--- src/core/bb_cfg_consts.svh ---
`ifndef BB_CFG_CONSTS_SVH
`define BB_CFG_CONSTS_SVH

`define ADDR_ACQ_CFG        5'h10
`define ADDR_TRACK_CFG      5'h11
`define ADDR_LOSS_CFG       5'h12
`define ADDR_PATTERN_BYTE0  5'h13
`define ADDR_PATTERN_BYTE1  5'h14
`define ADDR_PATTERN_BYTE2  5'h15
`define ADDR_PATTERN_BYTE3  5'h16
`define ADDR_TEST_FILTER    5'h17
`define ADDR_BANK_BASE      5'h10
`define BANK_SIZE           8
`define IDX_ACQ_CFG         3'h0
`define IDX_TRACK_CFG       3'h1
`define IDX_LOSS_CFG        3'h2
`define IDX_PATTERN_BYTE0   3'h3
`define IDX_TEST_FILTER     3'h7
`define CFG_RESET_VALUE     8'h00
`define BIT_PROGRAM_ENABLE  7
`define BIT_SPLIT_DATA      7
`define BIT_ROBUST_BITSYNC  7
`define BIT_WIDTH_OVERRIDE  3
`define FIELD_THRESH_MSB    6
`define FIELD_HPF_MSB       1
`define FIXED_ACQ_THRESH    7'h00
`define FIXED_TRACK_THRESH  7'h00
`define FIXED_LOSS_BITS     7'h32
`define PATTERN_BITS        32

`endif

--- src/core/bb_cfg_pkg.sv ---
package bb_cfg_pkg;

  typedef enum logic [1:0] {
    MODE_SLEEP,
    MODE_STANDBY,
    MODE_RECEIVE,
    MODE_TRANSMIT
  } op_mode_e;

  typedef struct packed {
    logic osc_en;
    logic synth_en;
    logic rx_en;
    logic tx_en;
  } power_enables_s;

  typedef struct packed {
    logic [6:0] acquisition_threshold;
    logic [6:0] tracking_threshold;
    logic [6:0] sync_loss_bit_count;
  } barker_params_s;

  typedef struct packed {
    logic       filter_width_override;
    logic [1:0] highpass_corner_select;
    logic       robust_bitsync_select;
  } analog_opts_s;

endpackage : bb_cfg_pkg

--- src/core/pattern_matcher.sv ---
`timescale 1ns/1ns
`include "bb_cfg_consts.svh"

module pattern_matcher
  import bb_cfg_pkg::*;
(
  input  wire logic        ref_clk_in,
  input  wire logic        rst_n_in,
  input  wire logic        bit_valid_in,
  input  wire logic        bit_in,
  input  wire logic [1:0]  length_sel_in,
  input  wire logic [31:0] pattern_in,
  output logic             match_out
);

  // mask of the newest 8, 16, 24 or 32 received bits
  function automatic logic [31:0] len_mask(input logic [1:0] sel);
    logic [31:0] m;
    case (sel)
      2'b00:   m = 32'h0000_00ff;
      2'b01:   m = 32'h0000_ffff;
      2'b10:   m = 32'h00ff_ffff;
      default: m = 32'hffff_ffff;
    endcase
    return m;
  endfunction : len_mask

  logic [31:0] window_reg;
  logic [31:0] window_next;
  logic        match_reg;
  logic        match_next;
  logic [31:0] mask;
  logic [31:0] ref_aligned;

  // byte0 is the msb; shifting right drops unused trailing bytes
  assign mask        = len_mask(length_sel_in);
  assign ref_aligned = pattern_in >> {~length_sel_in, 3'b000};
  // newest bit enters at bit 0, earliest ends up at the top
  assign window_next = bit_valid_in ? {window_reg[30:0], bit_in} : window_reg;
  // compare only when a fresh bit arrives, so a stale window never rematches
  assign match_next  = bit_valid_in && ((window_next & mask) == (ref_aligned & mask));

  // window and match flag
  always_ff @(posedge ref_clk_in or negedge rst_n_in) begin
    if (!rst_n_in) begin
      window_reg <= 32'h0000_0000;
      match_reg  <= 1'b0;
    end else begin
      window_reg <= window_next;
      match_reg  <= match_next;
    end
  end

  assign match_out = match_reg;

endmodule : pattern_matcher

--- src/core/baseband_config_and_pattern_match.sv ---
`timescale 1ns/1ns
`include "bb_cfg_consts.svh"

module baseband_config_and_pattern_match
  import bb_cfg_pkg::*;
(
  input  wire logic        ref_clk_in,
  input  wire logic        rst_n_in,
  // register port from the serial interface shifter
  input  wire logic        wr_en_in,
  input  wire logic [4:0]  wr_addr_in,
  input  wire logic [7:0]  wr_data_in,
  input  wire logic [4:0]  rd_addr_in,
  output logic [7:0]       rd_data_out,
  input  wire logic        if_enable_n_in,
  // loose configuration bits held elsewhere
  input  wire logic [1:0]  pattern_length_select_in,
  input  wire logic        config_set2_select_in,
  input  wire logic [1:0]  set1_operating_mode_in,
  input  wire logic [1:0]  set2_operating_mode_in,
  // demodulator bits
  input  wire logic        rx_bit_valid_in,
  input  wire logic        rx_bit_in,
  // data pins
  input  wire logic        data_pin_in,
  output logic             data_pin_out,
  output logic             data_pin_oe_n_out,
  input  wire logic        tx_input_pin_in,
  output logic             tx_data_out,
  // applied configuration
  output barker_params_s   barker_params_out,
  output analog_opts_s     analog_opts_out,
  output power_enables_s   power_enables_out,
  output logic             pattern_match_out
);

  // three-stage synchroniser for an asynchronous pin, filtered on agreement
  logic [2:0] en_sync_reg;
  logic [2:0] din_sync_reg;
  logic [2:0] txin_sync_reg;
  logic       en_stable_reg;
  logic       din_stable_reg;
  logic       txin_stable_reg;
  logic       en_stable_next;
  logic       din_stable_next;
  logic       txin_stable_next;

  // a new level counts only once the second and third stages agree
  function automatic logic settle(input logic [2:0] sync, input logic held);
    return (sync[1] == sync[2]) ? sync[2] : held;
  endfunction : settle

  assign en_stable_next   = settle(en_sync_reg, en_stable_reg);
  assign din_stable_next  = settle(din_sync_reg, din_stable_reg);
  assign txin_stable_next = settle(txin_sync_reg, txin_stable_reg);

  // idle enable is high, so it resets high to avoid a false apply edge
  always_ff @(posedge ref_clk_in or negedge rst_n_in) begin
    if (!rst_n_in) begin
      en_sync_reg     <= 3'b111;
      din_sync_reg    <= 3'b000;
      txin_sync_reg   <= 3'b000;
      en_stable_reg   <= 1'b1;
      din_stable_reg  <= 1'b0;
      txin_stable_reg <= 1'b0;
    end else begin
      en_sync_reg     <= {en_sync_reg[1:0], if_enable_n_in};
      din_sync_reg    <= {din_sync_reg[1:0], data_pin_in};
      txin_sync_reg   <= {txin_sync_reg[1:0], tx_input_pin_in};
      en_stable_reg   <= en_stable_next;
      din_stable_reg  <= din_stable_next;
      txin_stable_reg <= txin_stable_next;
    end
  end

  // bank hit: upper address bits pick the eight-byte block
  function automatic logic in_bank(input logic [4:0] addr);
    logic [4:0] base;
    base = `ADDR_BANK_BASE;
    return addr[4:3] == base[4:3];
  endfunction : in_bank

  // address decode of the eight-byte bank
  logic       wr_hit;
  logic       rd_hit;
  logic [2:0] wr_idx;
  logic [2:0] rd_idx;
  logic       apply_edge;

  assign wr_hit     = wr_en_in && in_bank(wr_addr_in);
  assign rd_hit     = in_bank(rd_addr_in);
  assign wr_idx     = wr_addr_in[2:0];
  assign rd_idx     = rd_addr_in[2:0];
  assign apply_edge = !en_stable_reg && en_stable_next;

  // shadow holds host writes; active copy changes only on enable release
  logic [7:0] shadow_reg [`BANK_SIZE];
  logic [7:0] active_reg [`BANK_SIZE];

  always_ff @(posedge ref_clk_in or negedge rst_n_in) begin
    if (!rst_n_in) begin
      for (int i = 0; i < `BANK_SIZE; i++) begin
        shadow_reg[i] <= `CFG_RESET_VALUE;
        active_reg[i] <= `CFG_RESET_VALUE;
      end
    end else begin
      if (wr_hit) begin
        shadow_reg[wr_idx] <= wr_data_in;
      end
      if (apply_edge) begin
        for (int i = 0; i < `BANK_SIZE; i++) begin
          active_reg[i] <= shadow_reg[i];
        end
      end
    end
  end

  // readback returns what the host wrote; unmapped addresses read zero
  logic [7:0] rd_data_next;
  assign rd_data_next = rd_hit ? shadow_reg[rd_idx] : 8'h00;

  // threshold selection
  logic           prog_en;
  barker_params_s barker_next;
  assign prog_en = active_reg[`IDX_ACQ_CFG][`BIT_PROGRAM_ENABLE];
  assign barker_next.acquisition_threshold = prog_en ?
           active_reg[`IDX_ACQ_CFG][`FIELD_THRESH_MSB:0] : `FIXED_ACQ_THRESH;
  assign barker_next.tracking_threshold = prog_en ?
           active_reg[`IDX_TRACK_CFG][`FIELD_THRESH_MSB:0] : `FIXED_TRACK_THRESH;
  assign barker_next.sync_loss_bit_count = prog_en ?
           active_reg[`IDX_LOSS_CFG][`FIELD_THRESH_MSB:0] : `FIXED_LOSS_BITS;

  // filter and bit synchroniser options
  analog_opts_s opts_next;
  assign opts_next.filter_width_override  =
           active_reg[`IDX_TEST_FILTER][`BIT_WIDTH_OVERRIDE];
  assign opts_next.highpass_corner_select =
           active_reg[`IDX_TEST_FILTER][`FIELD_HPF_MSB:0];
  assign opts_next.robust_bitsync_select  =
           active_reg[`IDX_LOSS_CFG][`BIT_ROBUST_BITSYNC];

  // operating mode decode
  op_mode_e       mode;
  power_enables_s power_next;
  assign mode = op_mode_e'(config_set2_select_in ? set2_operating_mode_in
                                                 : set1_operating_mode_in);
  assign power_next.osc_en   = (mode != MODE_SLEEP);
  assign power_next.synth_en = (mode == MODE_RECEIVE) || (mode == MODE_TRANSMIT);
  assign power_next.rx_en    = (mode == MODE_RECEIVE);
  assign power_next.tx_en    = (mode == MODE_TRANSMIT);

  // data pin direction: bidirectional pin is input only while transmitting with split data clear
  logic split_data;
  logic pin_oe_n_next;
  logic tx_data_next;
  assign split_data    = active_reg[`IDX_TRACK_CFG][`BIT_SPLIT_DATA];
  assign pin_oe_n_next = !split_data && (mode == MODE_TRANSMIT);
  assign tx_data_next  = split_data ? txin_stable_reg : din_stable_reg;

  // reference pattern, byte at 0x13 first
  logic [31:0] pattern_word;
  assign pattern_word = {active_reg[`IDX_PATTERN_BYTE0], active_reg[`IDX_PATTERN_BYTE0 + 3'd1],
                         active_reg[`IDX_PATTERN_BYTE0 + 3'd2],
                         active_reg[`IDX_PATTERN_BYTE0 + 3'd3]};

  logic match;
  pattern_matcher u_matcher (
    .ref_clk_in    (ref_clk_in),
    .rst_n_in      (rst_n_in),
    .bit_valid_in  (rx_bit_valid_in),
    .bit_in        (rx_bit_in),
    .length_sel_in (pattern_length_select_in),
    .pattern_in    (pattern_word),
    .match_out     (match)
  );

  // output registers
  always_ff @(posedge ref_clk_in or negedge rst_n_in) begin
    if (!rst_n_in) begin
      rd_data_out       <= 8'h00;
      barker_params_out <= '0;
      analog_opts_out   <= '0;
      power_enables_out <= '0;
      data_pin_out      <= 1'b0;
      data_pin_oe_n_out <= 1'b1;
      tx_data_out       <= 1'b0;
      pattern_match_out <= 1'b0;
    end else begin
      rd_data_out       <= rd_data_next;
      barker_params_out <= barker_next;
      analog_opts_out   <= opts_next;
      power_enables_out <= power_next;
      data_pin_out      <= rx_bit_in;
      data_pin_oe_n_out <= pin_oe_n_next;
      tx_data_out       <= tx_data_next;
      pattern_match_out <= match;
    end
  end

endmodule : baseband_config_and_pattern_match

--- config.mk ---
export PLATFORM = sky130hd
export DESIGN_NAME = baseband_config_and_pattern_match
export DESIGN_NICKNAME = d
export VERILOG_FILES = /design/src/core/bb_cfg_pkg.sv /design/src/core/pattern_matcher.sv /design/src/core/baseband_config_and_pattern_match.sv
export VERILOG_INCLUDE_DIRS = /design/src /design/src/core
export SDC_FILE = /design/constraint.sdc
export NUM_CORES = 1
export LEC_CHECK = 0
export BUFFER_PORTS_ARGS = -buffer_cell sky130_fd_sc_hd__buf_2
export CAP_MARGIN = 20
export CELL_PAD_IN_SITES_DETAIL_PLACEMENT = 1
export CELL_PAD_IN_SITES_GLOBAL_PLACEMENT = 2
export CORE_MARGIN = 5
export CORE_UTILIZATION = 40
export CTS_BUF_LIST = sky130_fd_sc_hd__clkbuf_8
export CTS_CLUSTER_DIAMETER = 30
export DETAILED_ROUTE_END_ITERATION = 10
export MAX_ROUTING_LAYER = met4
export PLACE_DENSITY_LB_ADDON = 0.1
export SETUP_SLACK_MARGIN = 0.3
export SLEW_MARGIN = 20
export SYNTH_ARGS = -nofsm -noshare
export SYNTH_HDL_FRONTEND = slang
export SYNTH_SLANG_ARGS = --single-unit
--- constraint.sdc ---
create_clock -name ref_clk_in -period 3.1 [get_ports ref_clk_in]
set_clock_uncertainty 0.15 [all_clocks]
set_input_delay 0.155 -clock ref_clk_in [delete_from_list [all_inputs] [get_ports ref_clk_in]]
set_output_delay 0.155 -clock ref_clk_in [all_outputs]
set_load 0.03 [all_outputs]
==> results_dict.tcl, run 1 <==
set metrics [dict create \
    status "finished, final reports clean" \
    clock_root_buffer "sky130_fd_sc_hd__clkbuf_8" \
    synthesis.instances 579 \
    grt_usage 0.1678 \
    crit_required_ns 3.41 \
    detailroute.wirelength.met3_um 871 \
    wl_per_cell_um 19.72 \
    wirelength_met1_mm 9.209 \
    dr.max_layer_used "met4" \
    firstDrtPassIters 4 \
    max-cap-violations 0 \
    mappedNetlistNets 612 \
    detail-route-antenna-nets 0 \
    layout.cells.most_common "sky130_fd_sc_hd__dfrtp_1" \
    first_global_vias 6121 \
    cellLeakagePower_nw 5.210 \
    synth_flop_cell "sky130_fd_sc_hd__dfrtp_1" \
    power_total_mw 9.319 \
    clk_pin_slew_worst_paths_ns 0.05 \
    synthesis.yosys.warnings 0 \
    ys_ff_latch 209 \
    place_ws_ns 0.6460 \
    port-buffer-count 73 \
    dr_total_vias 5287 \
    clock_sink_count 209 \
    cts_buffers 51 \
    rsz0062_at_grt "false" \
    worst_pin_slew_ns 0.9434 \
    slowest_stage "sky130_fd_sc_hd__nor4_1" \
    place_area_um2 9578 \
    layout.cells.most_common_list "204 x sky130_fd_sc_hd__dfrtp_1, 155 x sky130_fd_sc_hd__mux2_2, 72 x sky130_fd_sc_hd__buf_2" \
    clk_path_buf_depth 3 \
    timing.final.ws_setup_ns 0.9551 \
    flip_flop_count_of_the_largest_register_after_layout 64 \
    grt_pass1_wl_mm 33.62 \
    worstHoldPathType "in -> reg" \
    tritoncts_clock_tree "done" \
    fp.dieH_um 159.3 \
    fin_crit_ns 2.145 \
    detailed_placement_hpwl_mm 13.70 \
    cts_htree_levels 2 \
    netlist.area_leader.share 0.5729 \
    drc 0 \
    dr_wl_met2_mm 9.776 \
    timing.setup.tns_ns 0 \
    grt_max_degree 69 \
    drive_above_1_share 0.4660 \
    antenna_cell_count 0 \
    final_design_area_no_fill_um2 10940 \
    worst-path-max-fanout 6 \
    timing.critical_path.arrival_ns 2.45 \
    timing.setup.critical_path_class "reg -> reg" \
    finalCoreUtilization 0.4999 \
    achievable-frequency_ghz 0.4662 \
    finalSetupViolations 0 \
    finalNetCount 742 \
    netlist_area_pre_place_um2 8911 \
    critical_path.max_stage_delay_ns 0.60 \
    report.final.hold_viol_count 0 \
    timing.final.crit_share 0.6919 \
    effective_utilization_at_floorplan 0.4071 \
    number_of_distinct_standard_cells_referenced_by_the_synthesized_netlist 42 \
    synthTopCellsByArea "sky130_fd_sc_hd__dfrtp_1 57%, sky130_fd_sc_hd__mux2_2 20%, sky130_fd_sc_hd__mux4_2 4.5%" \
    drt_first_iter_violations 217 \
    ys_seq_area_frac 0.5876 \
    netlist.top_cell.by_area "sky130_fd_sc_hd__dfrtp_1" \
    slew-limit-headroom 0.3683 \
    mean_cell_area_of_the_mapped_netlist_um2 15.39 \
    max-vdd-ir-drop_v 0.0003123 \
    drv_slew 0 \
    boundaryPins 74 \
    synth_edf_count 0 \
    area_growth_syn_to_layout_pct 22.80 \
    clkLatencyLatePin_ns 0.55 \
    initial_antenna_violation_count 0 \
    coreArea_um2 21890 \
    end_kind "flop" \
    worstSetupStartpointType "flop" \
    via_per_inst 5.138 \
    timing.critical_path.cells "mux2_2 > a211oi_1 > nor4_1 > nand2_1 > o21ai_0 > nor3b_2" \
    synthArstFlopShare 1.000 \
    pwr_density_cell_nw_per_um2 851.6 \
    postRouteWirelength_mm 20.30 \
    post_cts_resized 0 \
    placement_rows 54 \
    gp_congestion 0.7773 \
    grt_remaining_overflow 0 \
    die_w_um 159.3 \
    fp.dieArea_um2 25360 \
]
synth_stat cells, types with 4 or more instances:
cell type / number
sky130_fd_sc_hd__mux2_2: 155
sky130_fd_sc_hd__buf_2: 8
sky130_fd_sc_hd__inv_1: 6
sky130_fd_sc_hd__mux4_1: 6
sky130_fd_sc_hd__mux2i_1: 29
sky130_fd_sc_hd__mux4_2: 18
sky130_fd_sc_hd__nand2b_1: 5
sky130_fd_sc_hd__nand3b_1: 4
sky130_fd_sc_hd__buf_1: 9
sky130_fd_sc_hd__nor2_1: 16
sky130_fd_sc_hd__clkbuf_1: 4
sky130_fd_sc_hd__xnor2_1: 25
sky130_fd_sc_hd__dfrtp_1: 204
sky130_fd_sc_hd__xor2_1: 9
sky130_fd_sc_hd__dfstp_2: 5
sky130_fd_sc_hd__nand2_1: 11
sky130_fd_sc_hd__and2_1: 18
sky130_fd_sc_hd__a21oi_1: 6
metrics by stage:
stage | std cells | hold WS (ns)
global placement | 914 | 0.04769
finish | 1029 | 0.02992
global route | 1029 | 0.02798
floorplan | 579 | -0.2906
detailed placement | 914 | 0.05209
CTS | 1029 | 0.003972
repair_timing:
| action | in CTS | in global routing |
|---|---|---|
| setup buffers | 0 | 0 |
| setup endpoints to repair | 0 | 0 |
| hold endpoints to repair | 270 | 0 |
| hold buffers | 22 | 0 |
routing by layer:
metal,vias up,GRT usage
met3,39,0.03262
li1,2364,-
met4,0,0.05971
met2,118,0.2613
met1,2766,0.2211
met5,-,-
path summary, 6_finish.rpt:
path / from / end / slack, ns / cells after the start
max in group asynchronous: rst_n_in / en_stable_reg / 1.96 / 3
hold reg to reg: txin_sync_reg[0] / txin_sync_reg[1] / 0.20 / 0
setup reg to reg: active_reg[34] / u_matcher.match_out / 0.96 / 6
hold / removal: rd_addr_in[3] / rd_data_out[6] / 0.03 / 3
setup / recovery: active_reg[34] / u_matcher.match_out / 0.96 / 6
min in group asynchronous: rst_n_in / txin_sync_reg[0] / 0.05 / 2
logic make-up after synthesis:
group                      synth area share
muxes                                0.2933
and+or+nand+nor                     0.04760
buffers and inverters               0.01952
DFF                                  0.5876
adders and majority gates          0.003370
AOI/OAI and AO/OA                   0.01516
xor gates and xnor gates            0.03342
critical path: cells and delay by family, from the launching register on:
kind | cells | cell delay, ns
AO/OA/AOI/OAI | 2 | 0.23
flip-flops | 1 | 0.55
multiplexers | 1 | 0.25
AND/OR/NAND/NOR | 3 | 0.87
where the power goes:
part / internal (mW) / total [mW] / switching, mW
logic: 0.984 / 1.81 / 0.824
clock network: 2.28 / 3.57 / 1.29
registers: 3.39 / 3.94 / 0.549
total: 6.66 / 9.32 / 2.66
layout make-up:
cell class,instances,area (µm²)
clock buffers,61,839.6
clock inverters,32,305.3
fillers,2214,10950
inverters,7,26.28
multi-input cells,338,3501
flip-flops and latches,209,5236
well taps,280,350.3
repair buffers,102,684.4
(Power assumes the default switching activity.)
==> run 2: changes to the inputs <==
- clock period: 3.1 -> 2.1 ns (I/O delays scaled with it)
==> run 2 against run 1 <==
Net effect:
- flip-flop and latch count unchanged
- register-to-register slack worse by 0.79 ns
- clock-buffer cell count down 9
- final cell count up 4.8%
- critical path type unchanged
- setup slack worse by 0.79 ns
- critical endpoint unchanged
- via count up 2.5%
- utilization up 2.8 points
- non-clock buffer count up 50
- total power up 59%
- worst hold slack worse by 0.0012 ns
- sequential power up 46%
==> results_dict.tcl, run 2 (synthesized netlist as in run 1, its figures left out) <==
set metrics [dict create \
    drv_slew 0 \
    initial_antenna_violation_count 0 \
    layout.cells.most_common_list "199 x sky130_fd_sc_hd__dfrtp_1, 155 x sky130_fd_sc_hd__mux2_2, 72 x sky130_fd_sc_hd__buf_2" \
    power_total_mw 14.80 \
    clk_path_buf_depth 3 \
    postRouteWirelength_mm 21.72 \
    die_w_um 159.3 \
    drc 0 \
    boundaryPins 74 \
    p_int_mw 10.64 \
    finalHoldWorstSlack_ns 0.02868 \
    worstSetupStartpointType "flop" \
    clock_sink_count 209 \
    grt_usage 0.1806 \
    finalSetupViolations 0 \
    grt_pass1_wl_mm 35.97 \
    crit_required_ns 2.42 \
    end_kind "flop" \
    clkLatencyLatePin_ns 0.55 \
    dr_total_vias 5421 \
    fp.dieH_um 159.3 \
    clk_pin_slew_worst_paths_ns 0.06 \
    drt_first_iter_violations 159 \
    worst_pin_slew_ns 0.5628 \
    fp.dieArea_um2 25360 \
    clock_root_buffer "sky130_fd_sc_hd__clkbuf_8" \
    via_per_inst 5.029 \
    cts_htree_levels 2 \
    grt_remaining_overflow 0 \
    firstDrtPassIters 4 \
    power.switching_fraction 0.2810 \
    drive_above_1_share 0.5163 \
    power.share.combinational 0.213 \
    pwr-share-clk 0.399 \
    fin_crit_ns 1.939 \
    port-buffer-count 73 \
    power.share.sequential 0.388 \
    finalNetCount 790 \
    detailed_placement_hpwl_mm 15.02 \
    rsz0062_at_grt "true" \
    worstHoldPathType "in -> reg" \
    cts_buffers 49 \
    max-cap-violations 0 \
    worst-path-max-fanout 4 \
    slew-limit-headroom 0.6248 \
    gp_congestion 0.8248 \
    flip_flop_count_of_the_largest_register_after_layout 64 \
    report.final.hold_viol_count 0 \
    max-vdd-ir-drop_v 0.0006984 \
    placement_rows 54 \
    grt_max_degree 56 \
    status "finished, final reports clean" \
    timing.setup.critical_path_class "reg -> reg" \
    tritoncts_clock_tree "done" \
    place_area_um2 9918 \
    timing.final.crit_share 0.9234 \
    area_growth_syn_to_layout_pct 29.68 \
    achievable-frequency_ghz 0.5157 \
    pwr_density_cell_nw_per_um2 1281 \
    p_switching_mw 4.160 \
    effective_utilization_at_floorplan 0.4071 \
    timing.critical_path.arrival_ns 2.26 \
    cellLeakagePower_nw 5.491 \
    final_design_area_no_fill_um2 11560 \
    antenna_cell_count 0 \
    coreArea_um2 21890 \
    layout.cells.most_common "sky130_fd_sc_hd__dfrtp_1" \
    detail-route-antenna-nets 0 \
    wl_per_cell_um 20.15 \
    first_global_vias 6388 \
]
==> run 2: worst max-delay path, stage by stage, from the launching register on <==
cell                        delay [ns]
sky130_fd_sc_hd__dfrtp_2          0.43
sky130_fd_sc_hd__mux2_2           0.30
sky130_fd_sc_hd__a21oi_2          0.14
sky130_fd_sc_hd__o21ai_1          0.10
sky130_fd_sc_hd__nor4b_2          0.34
sky130_fd_sc_hd__o2111ai_2        0.19
sky130_fd_sc_hd__nor3b_2          0.19
==> run 2: timing repair <==
action,4_1_cts,5_1_grt
buffers inserted,5,0
endpoints found under the setup margin,46,1
hold buffers,30,0
gates resized for setup,16,6
hold endpoints to repair,295,0
pin swaps,7,2
==> run 2: worst paths after layout <==
kind	depth (start not counted)	startpoint	slack [ns]	endpoint
setup / recovery	6	active_reg[35]	0.16	u_matcher.match_out
hold / removal	4	rx_bit_valid_in	0.03	u_matcher.window_reg[10]
setup reg to reg	6	active_reg[35]	0.16	u_matcher.match_out
hold reg to reg	0	txin_sync_reg[0]	0.20	txin_sync_reg[1]
max in group asynchronous	4	rst_n_in	0.61	active_reg[35]
min in group asynchronous	3	rst_n_in	0.45	active_reg[45]
==> run 2: metrics by stage <==
step	worst slack, ns	TNS [ns]	util	instances
floorplan	0.3378	0	-	579
global placement	-0.05796	-0.05796	0.4531	951
detailed placement	-0.1088	-0.1088	0.4531	951
CTS	0.1694	0	0.5268	1078
global route	0.06352	0	0.5279	1078
finish	0.1609	0	0.5279	1078
==> run 2: cell type report <==
cell class,instances,area [µm²]
clock inverter,40,536.8
sequential,209,5243
tap,280,350.3
fill,2166,10330
inverter,7,26.28
timing repair buffer,152,1142
clock buffer,52,715.7
multi-input combinational,338,3542
==> run 2: metal layers <==
layer / vias to the layer above / wire [µm] / part of all wire / GRT usage
met5: - / 0 / 0 / -
met3: 28 / 897 / 0.041 / 0.03339
met4: 0 / 414 / 0.019 / 0.05933
met1: 2837 / 9781 / 0.45 / 0.2375
met2: 103 / 10620 / 0.49 / 0.2855
li1: 2453 / - / - / -
==> run 2: power by group through the flow <==
stage,Sequential [mW],Combinational [mW],Clock [mW]
global route,5.88,3.43,6.28
detailed placement,5.83,2.93,0
finish,5.75,3.15,5.91
floorplan,5.73,1.88,0
global placement,5.81,2.87,0
CTS,5.77,3.16,6.07
